`config.mk`:
```
export PLATFORM = sky130hd
export DESIGN_NAME = oam_exec
export DESIGN_NICKNAME = d
export VERILOG_FILES = /design/src/verilog/oam_pkg.sv /design/src/verilog/oam_file_if.sv /design/src/verilog/oam_exec.sv /design/src/verilog/oam_file_mem.sv
export SDC_FILE = /design/constraint.sdc
export NUM_CORES = 1
export LEC_CHECK = 0
export ABC_CLOCK_PERIOD_IN_PS = 4200
export BUFFER_PORTS_ARGS = -buffer_cell sky130_fd_sc_hd__buf_2
export CORE_MARGIN = 2
export CORE_UTILIZATION = 45
export DETAILED_ROUTE_END_ITERATION = 16
export PLACE_DENSITY = 0.72
export REMOVE_ABC_BUFFERS = 1
export SYNTH_ARGS = -nofsm -noshare
export SYNTH_HDL_FRONTEND = slang
export SYNTH_SLANG_ARGS = --single-unit
```
`constraint.sdc`:
```
create_clock -name clk -period 4.2 [get_ports clk]
set_input_delay 0.21 -clock clk [delete_from_list [all_inputs] [get_ports clk]]
set_output_delay 0.21 -clock clk [all_outputs]
set_load 0.02 [all_outputs]
```
`src/verilog/oam_pkg.sv`:
```
package oam_pkg;
   localparam int WORD_W = 12;
   localparam int DATA_W = 8;
   localparam int ADDR_W = 5;
   localparam int DEST_BIT = 5;
   localparam logic [3:0] OP_OR_LIT = 4'hD;
   localparam logic [3:0] OP_LOAD_LIT = 4'hC;
   localparam logic [5:0] OP_OR_FILE = 6'h04;
   localparam logic [5:0] OP_COPY_FILE = 6'h08;
   localparam logic [7:0] WORK_RESET = 8'h00;
   localparam logic ZERO_RESET = 1'b0;
   localparam int FILE_DEPTH = 32;

   typedef enum logic [4:0]
   {
      OP_NONE = 5'h01,
      OP_OR_LITERAL_INTO_WORK = 5'h02,
      OP_OR_WORK_WITH_FILE = 5'h04,
      OP_COPY_FILE_REGISTER = 5'h08,
      OP_LOAD_LITERAL_TO_WORK = 5'h10
   } oam_op_type;

   function automatic oam_op_type oam_decode(input logic [11:0] word);
      oam_op_type op;
      op = OP_NONE;
      if (word[11:8] == OP_OR_LIT)
         op = OP_OR_LITERAL_INTO_WORK;
      else if (word[11:8] == OP_LOAD_LIT)
         op = OP_LOAD_LITERAL_TO_WORK;
      else if (word[11:6] == OP_OR_FILE)
         op = OP_OR_WORK_WITH_FILE;
      else if (word[11:6] == OP_COPY_FILE)
         op = OP_COPY_FILE_REGISTER;
      return op;
   endfunction : oam_decode
endpackage : oam_pkg

```
`src/verilog/oam_file_if.sv`:
```
`timescale 1ns/1ps
interface oam_file_if;
   logic [4:0] rd_addr;
   logic [7:0] rd_data;
   logic wr_en;
   logic [4:0] wr_addr;
   logic [7:0] wr_data;
   modport core (output rd_addr, input rd_data, output wr_en, wr_addr,
      wr_data);
   modport mem (input rd_addr, output rd_data, input wr_en, wr_addr,
      wr_data);
endinterface : oam_file_if

```
`src/verilog/oam_exec.sv`:
```
// Behaviour
// RQ1: top nibble 1101 decodes as OR with eight-bit literal.
// RQ2: literal OR result goes to work register and sets zero flag.
// RQ3: 0001 00df ffff is OR of work with addressed file register.
// RQ4: OR with file writes work when d is 0, file when 1.
// RQ5: 0010 00df ffff copies addressed file register to destination.
// RQ6: copy writes work when d is 0, same file register when 1.
// RQ7: copy updates zero flag from moved value for both destinations.
// RQ8: top nibble 1100 loads literal to work, flags kept; one cycle each.
`timescale 1ns/1ps
module oam_exec
(
   input wire logic clk,
   input wire logic sys_rst,
   input wire logic ce,
   input wire logic instr_valid,
   input wire logic [oam_pkg::WORD_W-1:0] instr_word,
   output logic instr_ready,
   output logic [oam_pkg::DATA_W-1:0] work_value,
   output logic zero_flag,
   output logic done
);
   import oam_pkg::*;

   // two-phase: fetch operand from memory, then execute
   typedef enum logic [1:0]
   {
      ST_IDLE = 2'h1,
      ST_EXEC = 2'h2
   } oam_state_type;

   oam_file_if fif ();
   oam_state_type state_reg;
   logic [WORD_W-1:0] word_reg;
   logic [7:0] work_reg;
   logic zero_reg;
   logic done_reg;
   oam_op_type op;
   logic [7:0] result;
   logic to_file;
   logic hits_zero;

   oam_file_mem u_mem
   (
      .clk(clk),
      .ce(ce),
      .fif(fif)
   );

   assign instr_ready = (state_reg == ST_IDLE);
   assign fif.rd_addr = instr_word[ADDR_W-1:0];
   assign op = oam_decode(word_reg);

   always_comb
   begin
      result = fif.rd_data;
      to_file = 1'b0;
      hits_zero = 1'b0;
      case (op)
         OP_OR_LITERAL_INTO_WORK:
         begin
            result = work_reg | word_reg[7:0]; // see RQ1
            hits_zero = 1'b1;
         end
         OP_OR_WORK_WITH_FILE:
         begin
            result = work_reg | fif.rd_data; // see RQ3
            to_file = word_reg[DEST_BIT]; // see RQ4
            hits_zero = 1'b1;
         end
         OP_COPY_FILE_REGISTER:
         begin
            result = fif.rd_data; // see RQ5
            to_file = word_reg[DEST_BIT]; // see RQ6
            hits_zero = 1'b1; // see RQ7
         end
         OP_LOAD_LITERAL_TO_WORK:
         begin
            result = word_reg[7:0]; // see RQ8
         end
         default:
         begin
            result = fif.rd_data;
         end
      endcase
   end

   assign fif.wr_en = ce && state_reg == ST_EXEC && to_file; // see RQ4
   assign fif.wr_addr = word_reg[ADDR_W-1:0];
   assign fif.wr_data = result;

   // sequencing
   always_ff @(posedge clk)
   begin
      if (sys_rst)
      begin
         state_reg <= ST_IDLE;
         word_reg <= '0;
      end
      else if (ce)
      begin
         case (state_reg)
            ST_IDLE:
               if (instr_valid)
               begin
                  word_reg <= instr_word;
                  state_reg <= ST_EXEC;
               end
            ST_EXEC:
               state_reg <= ST_IDLE;
            default:
               state_reg <= ST_IDLE;
         endcase
      end
   end

   // work register and zero flag
   always_ff @(posedge clk)
   begin
      if (sys_rst)
      begin
         work_reg <= WORK_RESET;
         zero_reg <= ZERO_RESET;
         done_reg <= 1'b0;
      end
      else if (ce)
      begin
         done_reg <= (state_reg == ST_EXEC);
         if (state_reg == ST_EXEC)
         begin
            if (op != OP_NONE && !to_file)
               work_reg <= result; // see RQ2
            if (hits_zero)
               zero_reg <= (result == 8'h00); // see RQ7
         end
      end
   end

   assign work_value = work_reg;
   assign zero_flag = zero_reg;
   assign done = done_reg;

   // literal operations
   chk_load_keeps_zero: assert property (@(posedge clk) disable iff (sys_rst)
      ce && state_reg == ST_EXEC && op == OP_LOAD_LITERAL_TO_WORK
      |=> $stable(zero_reg) && work_reg == $past(word_reg[7:0]))
      else $error("load literal changed flag or missed work"); // see RQ8

   chk_or_lit_work: assert property (@(posedge clk) disable iff (sys_rst)
      ce && state_reg == ST_EXEC && op == OP_OR_LITERAL_INTO_WORK
      |=> work_reg == ($past(work_reg) | $past(word_reg[7:0]))
      && zero_reg == (work_reg == 8'h00))
      else $error("or literal result wrong"); // see RQ2

   // decoding
   chk_or_lit_decode: assert property (@(posedge clk) disable iff (sys_rst)
      word_reg[11:8] == OP_OR_LIT |-> op == OP_OR_LITERAL_INTO_WORK)
      else $error("or literal not decoded"); // see RQ1

   chk_load_decode: assert property (@(posedge clk) disable iff (sys_rst)
      word_reg[11:8] == OP_LOAD_LIT |-> op == OP_LOAD_LITERAL_TO_WORK)
      else $error("load literal not decoded"); // see RQ8

   chk_or_file_decode: assert property (@(posedge clk) disable iff (sys_rst)
      word_reg[11:6] == OP_OR_FILE |-> op == OP_OR_WORK_WITH_FILE)
      else $error("or file not decoded"); // see RQ3

   chk_copy_decode: assert property (@(posedge clk) disable iff (sys_rst)
      word_reg[11:6] == OP_COPY_FILE |-> op == OP_COPY_FILE_REGISTER)
      else $error("copy not decoded"); // see RQ5

   chk_unknown_keeps: assert property (@(posedge clk) disable iff (sys_rst)
      ce && state_reg == ST_EXEC && op == OP_NONE
      |=> $stable(work_reg) && $stable(zero_reg) && !$past(fif.wr_en))
      else $error("unknown word changed state"); // see RQ1

   // file operations
   chk_or_file_dest: assert property (@(posedge clk) disable iff (sys_rst)
      ce && state_reg == ST_EXEC && op == OP_OR_WORK_WITH_FILE
      |-> fif.wr_en == word_reg[DEST_BIT]
      && fif.wr_data == (work_reg | fif.rd_data))
      else $error("or file destination wrong"); // see RQ4

   chk_or_file_work: assert property (@(posedge clk) disable iff (sys_rst)
      ce && state_reg == ST_EXEC && op == OP_OR_WORK_WITH_FILE
      && !word_reg[DEST_BIT]
      |=> work_reg == ($past(work_reg) | $past(fif.rd_data)))
      else $error("or file to work wrong"); // see RQ4

   chk_or_file_zero: assert property (@(posedge clk) disable iff (sys_rst)
      ce && state_reg == ST_EXEC && op == OP_OR_WORK_WITH_FILE
      |=> zero_reg == ($past(result) == 8'h00))
      else $error("or file zero flag wrong"); // see RQ3

   chk_copy_dest: assert property (@(posedge clk) disable iff (sys_rst)
      ce && state_reg == ST_EXEC && op == OP_COPY_FILE_REGISTER
      && !word_reg[DEST_BIT]
      |=> work_reg == $past(fif.rd_data) && !$past(fif.wr_en))
      else $error("copy to work wrong"); // see RQ6

   chk_copy_file_write: assert property (@(posedge clk) disable iff (sys_rst)
      ce && state_reg == ST_EXEC && op == OP_COPY_FILE_REGISTER
      && word_reg[DEST_BIT]
      |-> fif.wr_en && fif.wr_addr == word_reg[ADDR_W-1:0]
      && fif.wr_data == fif.rd_data)
      else $error("copy to file wrong"); // see RQ6

   // sequencing and copy zero flag
   chk_take_word: assert property (@(posedge clk) disable iff (sys_rst)
      ce && instr_valid && instr_ready
      |=> state_reg == ST_EXEC && word_reg == $past(instr_word))
      else $error("offered word not taken"); // see RQ8

   chk_one_cycle: assert property (@(posedge clk) disable iff (sys_rst)
      ce && state_reg == ST_EXEC |=> state_reg == ST_IDLE && done)
      else $error("execute did not finish in one cycle"); // see RQ8

   chk_freeze: assert property (@(posedge clk) disable iff (sys_rst)
      !ce |=> $stable(work_reg) && $stable(zero_reg) && $stable(state_reg))
      else $error("state moved while clock enable low"); // see RQ8

   chk_copy_zero: assert property (@(posedge clk) disable iff (sys_rst)
      ce && state_reg == ST_EXEC && op == OP_COPY_FILE_REGISTER
      |=> zero_reg == ($past(fif.rd_data) == 8'h00))
      else $error("copy zero flag wrong"); // see RQ7
endmodule : oam_exec

```
`src/verilog/oam_file_mem.sv`:
```
`timescale 1ns/1ps
module oam_file_mem
(
   input wire logic clk,
   input wire logic ce,
   oam_file_if.mem fif
);
   import oam_pkg::*;
   logic [7:0] mem_reg [FILE_DEPTH];
   logic [7:0] rd_reg;

   // registered read, write on same edge
   always_ff @(posedge clk)
   begin
      if (ce)
      begin
         if (fif.wr_en)
            mem_reg[fif.wr_addr] <= fif.wr_data;
         rd_reg <= mem_reg[fif.rd_addr];
      end
   end
   assign fif.rd_data = rd_reg;
endmodule : oam_file_mem

```
# [After elaboration in Yosys (flattened, before gate mapping)]
# Memories as Yosys holds them, arrays and structs flattened. A register that Yosys moved wholly into a read port is not among the register bits.
# Index checks and enable logic that the tools add are counted.
# W data, S select, Z words.
[word_totals] reg_bits=24 ram_bits=256 in_bits=16 n_memories=1
[op_classes] n_eq_ne=12 muxes=12 n_bitwise=2 n_reduce_logical=11
[mem_list] name="u_mem.mem_reg" words=32 width=8 rd=1 rd_ports_with_merged_regs=1 write_ports=1 line="oam_file_mem.sv:9" source="logic [7:0] mem_reg [FILE_DEPTH];"
[ops] cell="$pmux W8 S3" n=1
[ops] cell="$or A8 B8 Y8" n=2
[ops] cell="$mux W5" n=2
[ops] cell="$reduce_and A3 Y1" n=3
[ops] cell="$eq A4 B4 Y1 const B" n=2
[ops] cell="$logic_not A8 Y1" n=1
[ops] cell="$mux W4" n=2
[ops] cell="$eq A6 B3 Y1 const B" n=1
[ops] cell="$eq A6 B4 Y1 const B" n=1
[ops] cell="$eq A5 B2 Y1 const B" n=1
[ops] cell="$eq A5 B3 Y1 const B" n=1
[ops] cell="$eq A5 B4 Y1 const B" n=1
[ops] cell="$eq A5 B5 Y1 const B" n=1
[ops] cell="$mux W1" n=5
[ops] cell="$ne A5 B1 Y1 const B" n=1
[ops] cell="$mux W2" n=2
[ops] cell="$logic_and A1 B1 Y1" n=3
[ops] cell="$reduce_or A3 Y1" n=1
[ops] cell="$eq A2 B1 Y1 const B" n=1
[ops] cell="$eq A2 B2 Y1 const B" n=1
[ops] cell="$ne A2 B2 Y1 const B" n=1
[ops] cell="$reduce_and A2 Y1" n=1
[ops] cell="$reduce_or A2 Y1" n=1
[ops] cell="$logic_not A1 Y1" n=1

# [Logic depth before layout (Yosys ltp)]
# Gate-level depths: netlist of the first run.
[logic_depth] word_depth=12 depth_mapped=6 ltp_nobuf=5

# [By module]
# From an unflattened synthesis of the first run, not the netlist that was laid out.
[unflattened] cells_unflattened=549 hier_area_um2=11250.8
[modules_own_cells] module="oam_file_mem" n_inst=1 cells_per_inst=418 area_each_um2=10138.5
[modules_own_cells] module="oam_exec" n_inst=1 cells_per_inst=131 area_each_um2=1112.3

# [Least setup slack after synthesis of the first run]
# Ideal clock, no wire load.
[synth_timing] path_kind="register to register" start="register word_reg[11]" end="memory u_mem.mem_reg[0][6] (data pin)" setup_time_ns=0.474 arrival_ns=2.499 path_slack_ns=1.227 path_stages_with_launch=4 n_path_buf=0 period_less_slack_ns=2.973 path_cell_list="dfxtp_1 -> or4_1 -> o21a_1 -> o21ai_0"
[synth_via] elab_chain_cells=7 word_cells_on_any_way=12 classes_between="eq/ne: 7; mux: 5"
[synth_lines] element="from (decl)" line="oam_exec.sv:34" source="logic [WORD_W-1:0] word_reg;"
[synth_lines] element="from (signal assigned)" line="oam_exec.sv:106" source="word_reg <= instr_word;"
[synth_lines] element="$eq A6 B4 Y1" line="oam_pkg.sv:32" source="else if (word[11:6] == OP_COPY_FILE)"
[synth_lines] element="$mux W4" line="oam_pkg.sv:32"
[synth_lines] element="$mux W4" line="oam_pkg.sv:30" source="else if (word[11:6] == OP_OR_FILE)"
[synth_lines] element="$mux W5" line="oam_pkg.sv:28" source="else if (word[11:8] == OP_LOAD_LIT)"
[synth_lines] element="$mux W5 *" line="oam_pkg.sv:26" source="if (word[11:8] == OP_OR_LIT)"
[synth_lines] element="$eq A5 B5 Y1, or another cell as far along" line="oam_exec.sv:59" source="case (op)"
[synth_lines] element="$pmux W8 S3 *" line="oam_exec.sv:59"
[synth_lines] element="via fif.wr_data[6]" line="oam_file_if.sv:7" source="logic [7:0] wr_data;"
[synth_lines] element="to (decl)" line="oam_file_mem.sv:9"
# Mark *: on every way through the listed nets, which the timed path passes. The rest lies on a longest branch.

# [Worst setup path after layout of the first run]
[layout_timing] start="register word_reg[11]" end="memory u_mem.mem_reg[15][5], enable pin"
[layout_via] elab_chain_cells=12 word_cells_on_any_way=16 classes_between="eq/ne: 6; mux: 8; reduce/logical: 2"
[layout_lines] element="$eq A6 B4 Y1" line="oam_pkg.sv:32"
[layout_lines] element="$mux W4" line="oam_pkg.sv:32"
[layout_lines] element="$mux W4" line="oam_pkg.sv:30"
[layout_lines] element="$mux W5" line="oam_pkg.sv:28"
[layout_lines] element="$mux W5 *" line="oam_pkg.sv:26"
[layout_lines] element="$eq A5 B3 Y1 or $eq A5 B4 Y1 (tied branches)" line="oam_exec.sv:59"
[layout_lines] element="$reduce_or A2 Y1 (no line) *"
[layout_lines] element="$mux W1 *" line="oam_exec.sv:59"
[layout_lines] element="$logic_and A1 B1 Y1 *" line="oam_exec.sv:88" source="assign fif.wr_en = ce && state_reg == ST_EXEC && to_file;"
[layout_lines] element="$mux W1 *" line="oam_file_mem.sv:17" source="if (fif.wr_en)"
[layout_lines] element="$mux W1 *" line="oam_file_mem.sv:15" source="if (ce)"
[layout_lines] element="$mux W1 (not written as such) *" line="oam_file_mem.sv:18" source="mem_reg[fif.wr_addr] <= fif.wr_data;"
# Every way passes the cells marked *; elsewhere a longest branch is shown, timed or not.

==> results.yml, run 1 <==
die:
  die_h_um: 162.4
  io_pins: 27
  initial_core_util_pct: 46.14
  fp.coreArea_um2: 24460
  die-area_um2: 26370
  std_cell_rows: 57
  die_w_um: 162.4
placed_design:
  place.gp.congestion: 0.8347
  pre_cts_ws_ns: 1.026
  dpl.hpwl_mm: 14.82
  port_buffers: 26
  place_area_um2: 11800
route:
  routed_wl_mm: 23.44
  ant_nets: 0
  num_vias: 5663
  drc: 0
  detail_route.wl_per_cell_um: 24.65
  drt_iter0_markers: 756
  via_per_inst: 5.955
  drtPass1Iterations: 5
clock_network:
  cts_resized: 0
  htree_num_levels: 1
  clk_pin_slew_worst_paths_ns: 0.07
  cts_sinks: 288
  cts_buffers: 27
  clockBufferDepth: 3
  clkLatencyLatePin_ns: 0.53
  tritoncts: "yes"
  cts_root_buf: "clkbuf_16"
worst_setup_path:
  worstSetupPathType: "flop to flop"
  setup.worst_path.start_class: "flop"
  rr_startpoint: "word_reg[11]$_SDFFE_PP0P_"
  cp_max_fo: 8
  arrival_ns: 3.12
  r2r_cells: 5
  worstReg2RegEnd: "u_mem.mem_reg[15][5]$_DFFE_PP_"
  r2r_setup_slack_ns: 1.23
  cp.required_ns: 4.35
  critPathCaptureType: "flop"
global_routing:
  antenna_found_initial: 0
  grt_start_max_net_pins: 39
  grt.total_usage_pct: 17.98
  grt_pass1_vias: 5658
  grt_pass1_wl_mm: 35.29
  grt_remaining_overflow: 0
final_layout:
  fin_nets: 626
  layout_commonest_cell: "edfxtp_1"
  fillers: 1867
  areaGrowthSynthToFinish_pct: 12.11
  layout-drive-gt1-share_pct: 27.59
  final_cell_area_um2: 12650
  layout_common_cells: "264 x edfxtp_1, 80 x mux4_2, 56 x nor2_1, 33 x nand2_1, 27 x clkbuf_16"
  largest_reg_flops: 256
  antenna_cells: 0
synthesis:
  synth_area_um2: 11290
  synth_warnings: 0
  yosys.area.top_type: "edfxtp_1"
  synth_cell_types: 36
  ys.flop_type: "edfxtp_1"
  synth_area_leaders: "edfxtp_1 70%, mux4_2 16%, dfxtp_1 4.3%"
  synth.avg_cell_area_um2: 19.91
  ys_ff_latch: 288
  synth_top_cell_area_share_pct: 70.24
  synthArstFlopShare_pct: 0
  synth_edf_count: 264
  synth-seq-area-share_pct: 74.49
  netlist_instances: 567
power:
  peakVddDrop_mv: 0.3252
  power.density_nw_per_um2: 447.4
  power.leakage_nw: 4.038
  power_mw: 5.661
sta:
  fin_ws_ns: 1.233
  tns_ns: 0
  fmax_mhz: 337.0
  drv_slew: 0
  setup_viol: 0
  max_slew_margin_pct: 39.47
  finalCritPeriodShare_pct: 70.65
  rsz0062_at_grt: "false"
  hold_viol: 0
  skew_ns: 0.02240
  worstMarginPinSlew_ns: 0.9030
  min_period_ns: 2.967
job:
  maxCapViolCount: 0
status:
  status: "finished clean"
min_path:
  hold_depth: 3
  whs_endpoint: "word_reg[2]$_SDFFE_PP0P_"
  hp-start: "instr_word[2]"
  hold_path_class: "input port to flop"
## per-layer routing
| layer | routed length (um) | GRT usage, % | vias up |
|---|---|---|---|
| met5 | 0 | 0 | - |
| met4 | 667 | 5.833 | 0 |
| met2 | 11150 | 28.59 | 292 |
| met3 | 1680 | 1.808 | 51 |
| li1 | - | - | 2385 |
| met1 | 9944 | 26.63 | 2935 |
## repair_timing
item,4_1_cts,5_1_grt
endpoints found under the hold margin,7,0
hold buffers,7,0
buffers inserted,0,0
## where the power goes
group	internal [mW]	switching, mW	leakage, nW	total, mW
clock network	1.18	0.996	0.380	2.17
logic	0.122	0.186	1.09	0.308
registers	3.16	0.0150	2.57	3.18
## layout make-up
cell class | instances | area, um2 | area share, %
clock inverter | 15 | 88.84 | 0.7021
timing repair buffer | 44 | 297.8 | 2.353
sequential | 288 | 8408 | 66.45
multi-input combinational | 248 | 2759 | 21.80
clock buffer | 31 | 690.7 | 5.458
tap | 324 | 405.4 | 3.204
inverter | 1 | 3.754 | 0.02966
## worst max-delay path: stages, from the launching register on
cell and delay, ns:
dfxtp_1 0.35, or4_1 0.60, nor2_1 0.18, and3_1 0.30, nand3_1 0.43, nor2_1 0.73
## logic make-up (layout without fill, tap and decap cells)
family / count (synthesis) / in the layout / share of synthesized area [%]
flip-flops: 288 / 288 / 74.49
AND/OR/NAND/NOR: 118 / 118 / 4.700
multiplexers: 97 / 97 / 17.56
buffers and inverters: 31 / 91 / 1.452
XOR/XNOR: 1 / 1 / 0.07761
AO/OA/AOI/OAI: 32 / 32 / 1.718
## through the flow
step / hold WS [ns] / utilization [%] / cells
6_report: 0.03544 / 51.73 / 951
5_1_grt: 0.04102 / 51.73 / 951
4_1_cts: 0.01560 / 51.71 / 951
3_5_place_dp: 0.4629 / 48.23 / 898
3_3_place_gp: 0.4502 / 48.23 / 898
2_1_floorplan: 0.2791 / - / 537
## cell usage after synthesis (5+ instances only)
cell	instances
dfxtp_1	24
o2bb2ai_1	5
nor3_1	5
buf_6	6
a21oi_1	17
nor2_1	56
nand2_1	33
clkbuf_1	21
mux2i_1	9
mux2_2	8
nand3b_1	6
mux4_2	80
edfxtp_1	264
## worst max path at each step
| stage | end | slack, ns | from |
|---|---|---|---|
| 2_1_floorplan | u_mem.mem_reg[0][6]$_DFFE_PP_ | 1.23 | word_reg[11]$_SDFFE_PP0P_ |
| 3_3_place_gp | u_mem.mem_reg[28][1]$_DFFE_PP_ | 1.11 | word_reg[11]$_SDFFE_PP0P_ |
| 3_5_place_dp | u_mem.mem_reg[28][6]$_DFFE_PP_ | 1.03 | word_reg[11]$_SDFFE_PP0P_ |
| 4_1_cts | u_mem.mem_reg[28][6]$_DFFE_PP_ | 1.00 | word_reg[11]$_SDFFE_PP0P_ |
| 5_1_grt | u_mem.mem_reg[15][0]$_DFFE_PP_ | 1.13 | word_reg[11]$_SDFFE_PP0P_ |
| 6_report | u_mem.mem_reg[15][5]$_DFFE_PP_ | 1.23 | word_reg[11]$_SDFFE_PP0P_ |
Power figures use the tool's default switching activity.
==> run 2: changes to the inputs <==
--- a/config.mk
+++ b/config.mk
@@ -5,7 +5,8 @@
 export SDC_FILE = /design/constraint.sdc
 export NUM_CORES = 1
 export LEC_CHECK = 0
-export ABC_CLOCK_PERIOD_IN_PS = 4200
+export ABC_AREA = 1
+export ABC_CLOCK_PERIOD_IN_PS = 2860
 export BUFFER_PORTS_ARGS = -buffer_cell sky130_fd_sc_hd__buf_2
 export CORE_MARGIN = 2
 export CORE_UTILIZATION = 45
==> constraint.sdc (replaced) <==
create_clock -name clk -period 2.86 [get_ports clk]
set_input_delay 0.143 -clock clk [delete_from_list [all_inputs] [get_ports clk]]
set_output_delay 0.143 -clock clk [all_outputs]
set_load 0.02 [all_outputs]
==> run 2 against run 1 <==
Compared with the run above: design area increased by 4.2%; global-route usage rose by 2.7 points; final cell count rose by 41%; largest power group unchanged; critical path type unchanged; register-to-register slack got worse by 0.75 ns.
==> results.yml, run 2 <==
synthesis:
  synth.avg_cell_area_um2: 12.19
  ys_ff_latch: 288
  synth_warnings: 0
  synth-seq-area-share_pct: 72.53
  synth_top_cell_area_share_pct: 68.39
  synth_area_um2: 11590
  synth_cell_types: 27
  yosysMostFrequentCell: "edfxtp_1"
  yosys.area.top_type: "edfxtp_1"
  synth_commonest_cells: "264 x edfxtp_1, 178 x nor2_1, 146 x o21ai_0, 65 x nand2_1, 49 x nand3_1"
  ys.flop_type: "edfxtp_1"
  synth_area_leaders: "edfxtp_1 68%, o21ai_0 6.3%, nor2_1 5.8%"
  synthArstFlopShare_pct: 0
  netlist_instances: 951
  synth_edf_count: 264
status:
  status: "finished clean"
global_routing:
  grt_remaining_overflow: 0
  grt.total_usage_pct: 20.66
  antenna_found_initial: 0
  grt_start_max_net_pins: 93
  grt_pass1_wl_mm: 42.44
  grt_pass1_vias: 7561
die:
  die_w_um: 164.5
  io_pins: 27
  die-area_um2: 27060
  fp.coreArea_um2: 25250
  die_h_um: 164.5
  initial_core_util_pct: 45.90
  std_cell_rows: 58
clock_network:
  htree_num_levels: 1
  cts_root_buf: "clkbuf_16"
  cts_buffers: 27
  clkLatencyLatePin_ns: 0.53
  cts_sinks: 288
  clk_pin_slew_worst_paths_ns: 0.06
  tritoncts: "yes"
  cts_resized: 0
  clockBufferDepth: 3
power:
  power.leakage_nw: 4.462
  power_mw: 9.052
  peakVddDrop_mv: 0.6561
  power.density_nw_per_um2: 686.4
sta:
  finalCritPeriodShare_pct: 83.08
  worstMarginPinSlew_ns: 1.250
  min_period_ns: 2.376
  drv_slew: 0
  hold_viol: 0
  tns_ns: 0
  max_slew_margin_pct: 16.58
  skew_ns: 0.009541
  rsz0062_at_grt: "false"
  fmax_mhz: 420.8
  setup_viol: 0
  hold_slack_ns: 0.01097
placed_design:
  port_buffers: 26
  dpl.hpwl_mm: 16.33
  place_area_um2: 12160
  place.gp.congestion: 0.8465
job:
  maxCapViolCount: 0
worst_setup_path:
  critPathCaptureType: "flop"
  setup.worst_path.start_class: "flop"
  cp.required_ns: 3.02
  r2r_setup_slack_ns: 0.48
  cp_max_fo: 8
  worstSetupPathType: "flop to flop"
  arrival_ns: 2.53
final_layout:
  largest_reg_flops: 256
  layout_common_cells: "264 x edfxtp_1, 178 x nor2_1, 146 x o21ai_0, 65 x nand2_1, 49 x nand3_1"
  layout_commonest_cell: "edfxtp_1"
  final_cell_area_um2: 13190
  layout-drive-gt1-share_pct: 11.57
  areaGrowthSynthToFinish_pct: 13.76
  fillers: 2085
  antenna_cells: 0
  fin_nets: 1007
min_path:
  hold_path_class: "input port to flop"
route:
  ant_nets: 0
  via_per_inst: 5.817
  drc: 0
  routed_wl_mm: 27.62
  drtPass1Iterations: 5
  drt_iter0_markers: 901
  num_vias: 7801
  detail_route.wl_per_cell_um: 20.60
==> run 2: changes by cell type in the layout (fill, tap and decap cells not counted), sizes merged, moves of 14 or more <==
cell    change
buf        +24
nand2      +35
nand3      +49
o221ai     +46
a21oi      +14
o21ai     +153
inv        +36
mux4       -80
nor2      +126
==> run 2: cell type report <==
class / instances / area (um2) / share of cell area [%]
inverter: 40 / 151.4 / 1.148
tap: 330 / 412.9 / 3.131
multi-input combinational: 565 / 2759 / 20.92
clock buffer: 35 / 745.7 / 5.655
sequential: 288 / 8408 / 63.76
clock inverter: 14 / 197.7 / 1.499
timing repair buffer: 69 / 513.0 / 3.890
==> run 2: timing repair <==
item | in CTS | in global routing
setup buffers | 0 | 0
hold buffers | 8 | 0
hold endpoints to repair | 14 | 0
==> run 2: where the power goes <==
part           internal, mW  leakage (nW)  total (mW)  switching (mW)
Sequential             4.68          2.57        4.70          0.0252
Clock                  2.28         0.460        3.78            1.49
Combinational         0.145          1.43       0.575           0.430
==> run 2: cells by family after synthesis <==
logic type	after synthesis	synth area share (%)
simple gates	310	11.01
flops	288	72.53
compound gates	255	12.79
buf+inv	98	3.670
==> run 2: through the flow <==
step / worst slack, ns / util, % / cells
floorplan: 0.8171 / - / 893
global placement: 0.5801 / 48.17 / 1284
detailed placement: 0.5160 / 48.17 / 1284
CTS: 0.5144 / 52.22 / 1341
global route: 0.3265 / 52.22 / 1341
finish: 0.4838 / 52.22 / 1341
==> run 2: path summary, 6_finish.rpt <==
check,end,from,depth (start not counted)
max,u_mem.mem_reg[0][3]$_DFFE_PP_,word_reg[8]$_SDFFE_PP0P_,8
min reg2reg,state_reg[0]$_SDFFE_PP1P_,state_reg[0]$_SDFFE_PP1P_,2
max reg2reg,u_mem.mem_reg[0][3]$_DFFE_PP_,word_reg[8]$_SDFFE_PP0P_,8
min,u_mem.fif.rd_data[7]$_DFFE_PP_,ce,1
==> run 2: layer usage <==
layer  GRT usage [%]  share of wire, %
met1           28.88                42
met2           33.70                47
met3           2.486               7.9
met4           7.273               3.0
met5               0                 0
==> run 2: critical path, cell delays in order (launching register included) <==
cell	delay, ns
dfxtp_1	0.34
inv_1	0.08
nor2_2	0.11
nand3_2	0.15
nand2_1	0.11
nand2_2	0.08
nor2_4	0.16
nand3_1	0.29
nor2_1	0.68
==> run 3: changes to the inputs <==
--- a/config.mk
+++ b/config.mk
@@ -5,13 +5,13 @@
 export SDC_FILE = /design/constraint.sdc
 export NUM_CORES = 1
 export LEC_CHECK = 0
-export ABC_AREA = 1
-export ABC_CLOCK_PERIOD_IN_PS = 2860
+export ABC_AREA = 0
+export ABC_CLOCK_PERIOD_IN_PS = 2000
 export BUFFER_PORTS_ARGS = -buffer_cell sky130_fd_sc_hd__buf_2
 export CORE_MARGIN = 2
 export CORE_UTILIZATION = 45
 export DETAILED_ROUTE_END_ITERATION = 16
-export PLACE_DENSITY = 0.72
+export PLACE_DENSITY = 0.74
 export REMOVE_ABC_BUFFERS = 1
 export SYNTH_ARGS = -nofsm -noshare
 export SYNTH_HDL_FRONTEND = slang
==> constraint.sdc (replaced) <==
create_clock -name clk -period 2 [get_ports clk]
set_input_delay 0.1 -clock clk [delete_from_list [all_inputs] [get_ports clk]]
set_output_delay 0.1 -clock clk [all_outputs]
set_load 0.02 [all_outputs]
==> run 3 against run 2 <==
Compared with the run above: the flow now finishes with violations (negative setup slack); sequential share of layout area decreased by 4.0 points; critical path depth decreased by 1; sequential power increased by 42%; clock power increased by 24%; global-route usage decreased by 1.9 points; critical path type unchanged.
==> results.yml, run 3 (synthesized netlist as in run 1, its figures left out) <==
clock_network:
  tritoncts: "yes"
  cts_sinks: 288
  clk_pin_slew_worst_paths_ns: 0.06
  cts_buffers: 27
  cts_root_buf: "clkbuf_16"
  clkLatencyLatePin_ns: 0.52
  htree_num_levels: 1
  clockBufferDepth: 3
global_routing:
  antenna_found_initial: 0
  grt_start_max_net_pins: 41
  grt_remaining_overflow: 0
  grt_pass1_wl_mm: 36.74
  grt_pass1_vias: 5968
  grt.total_usage_pct: 18.74
placed_design:
  place.gp.congestion: 0.8517
  placed_cells: 964
  dpl.hpwl_mm: 15.85
  port_buffers: 26
sta:
  finalCritPeriodShare_pct: 111.2
  rsz0062_at_grt: "true"
  fin_ws_ns: -0.2246
  max_slew_margin_pct: 61.96
  hold_viol: 0
  hold_slack_ns: 0.02428
  min_period_ns: 2.225
  drv_slew: 0
  setup_viol: 522
  worstMarginPinSlew_ns: 0.5706
  skew_ns: 0.01091
  fmax_mhz: 449.5
worst_setup_path:
  arrival_ns: 2.45
  cp.required_ns: 2.23
  worstSetupPathType: "flop to flop"
  worst_path_max_delay_cell: "or4_4"
  worstPathCellList: "or4_4 > nor2_4 > and3_4 > nand3_1 > buf_4 > nor2_1 > buf_6"
  critPathCaptureType: "flop"
  setup.worst_path.start_class: "flop"
  cp_max_fo: 8
  cpPeakStageDelay_ns: 0.56
  r2r_setup_slack_ns: -0.22
status:
  violations: "negative setup slack"
  status: "finished with violations"
power:
  power.density_nw_per_um2: 872.6
  power.leakage_nw: 4.675
  peakVddDrop_mv: 0.5925
  p_seq_share_pct: 54.4
  clockPowerShare_pct: 38.0
  p_comb_share_pct: 7.6
  p_sw_mw: 2.612
  p_int_mw: 9.674
  switching_share_pct: 21.26
  power_mw: 12.29
final_layout:
  fillers: 1683
  antenna_cells: 0
  layout_common_cells: "264 x edfxtp_1, 80 x mux4_2, 38 x buf_6, 35 x nor2_1, 34 x clkbuf_16"
  fin_nets: 712
  areaGrowthSynthToFinish_pct: 24.74
  layout-drive-gt1-share_pct: 40.03
  register_area_um2: 8411
  stdcell_count: 1036
  largest_reg_flops: 256
  multiInputGateArea_um2: 3007
  fin_util_pct: 57.56
  layout_commonest_cell: "edfxtp_1"
route:
  routed_wl_mm: 27.70
  via_per_inst: 6.023
  detail_route.wl_per_cell_um: 26.73
  drt_iter0_markers: 873
  drc: 0
  num_vias: 6240
  ant_nets: 0
  drtPass1Iterations: 5
die:
  std_cell_rows: 57
  die_h_um: 162.4
  fp.coreArea_um2: 24460
  initial_core_util_pct: 46.14
  io_pins: 27
  die-area_um2: 26370
  die_w_um: 162.4
job:
  maxCapViolCount: 0
min_path:
  hold_path_class: "input port to flop"
## run 3: changes by cell type in the layout (fill, tap and decap cells not counted), moves of 38 or more
cell      before  now
o221ai_1      46    0
nand3_1       49    2
buf_6          0   38
mux4_2         0   80
nor2_1       178   35
o21ai_0      146    0
## run 3: final cells by class
type,count,share of cell area [%]
Timing Repair Buffer,130,10.34
Inverter,1,0.02666
Clock inverter,16,0.8087
Multi-Input combinational cell,248,21.35
Clock buffer,29,4.852
Sequential cell,288,59.74
Tap cell,324,2.879
## run 3: what timing repair did
item | 4_1_cts | 5_1_grt
gates resized for setup | 51 | 50
setup buffers | 0 | 6
endpoints found under the setup margin | 256 | 464
pin swaps | 6 | 14
hold buffers | 9 | 0
hold endpoints to repair | 15 | 0
cloned | 0 | 12
## run 3: worst paths after layout
kind	start	endpoint	depth (start not counted)
worst min register to register	zero_flag$_SDFFE_PP0P_	zero_flag$_SDFFE_PP0P_	2
worst min-delay path	ce	u_mem.fif.rd_data[7]$_DFFE_PP_	2
worst max register to register	word_reg[6]$_SDFFE_PP0P_	u_mem.mem_reg[7][3]$_DFFE_PP_	7
worst max-delay path	word_reg[6]$_SDFFE_PP0P_	u_mem.mem_reg[7][3]$_DFFE_PP_	7
## run 3: layer usage
layer	GRT usage (%)	up-vias	routed length, um
li1	-	2562	-
met4	5.068	0	796
met3	2.012	54	2403
met5	0	-	0
met2	31.61	363	13830
met1	26.42	3261	10660
## run 3: power by group through the flow
stage,registers [mW],clock network [mW],logic [mW]
2_1_floorplan,6.80,0,0.331
3_3_place_gp,6.80,0,0.727
3_5_place_dp,6.80,0,0.751
6_report,6.68,4.67,0.936
5_1_grt,6.68,4.97,0.977
4_1_cts,6.67,4.72,0.779
## run 3: metrics by stage
step,cell area [um2],setup TNS (ns),setup WS [ns]
6_report,14080,-58.72,-0.2246
5_1_grt,14080,-81.24,-0.2943
4_1_cts,13540,-19.53,-0.1900
3_5_place_dp,12470,-56.70,-0.3308
3_3_place_gp,12470,-53.99,-0.3212
2_1_floorplan,11130,-163.53,-0.9731
## run 3: critical path: cells and delay by family (launching register included)
kind	cells	cell delay (ns)
flip-flops	1	0.32
AND/OR/NAND/NOR	5	1.22
buffers and inverters	2	0.40
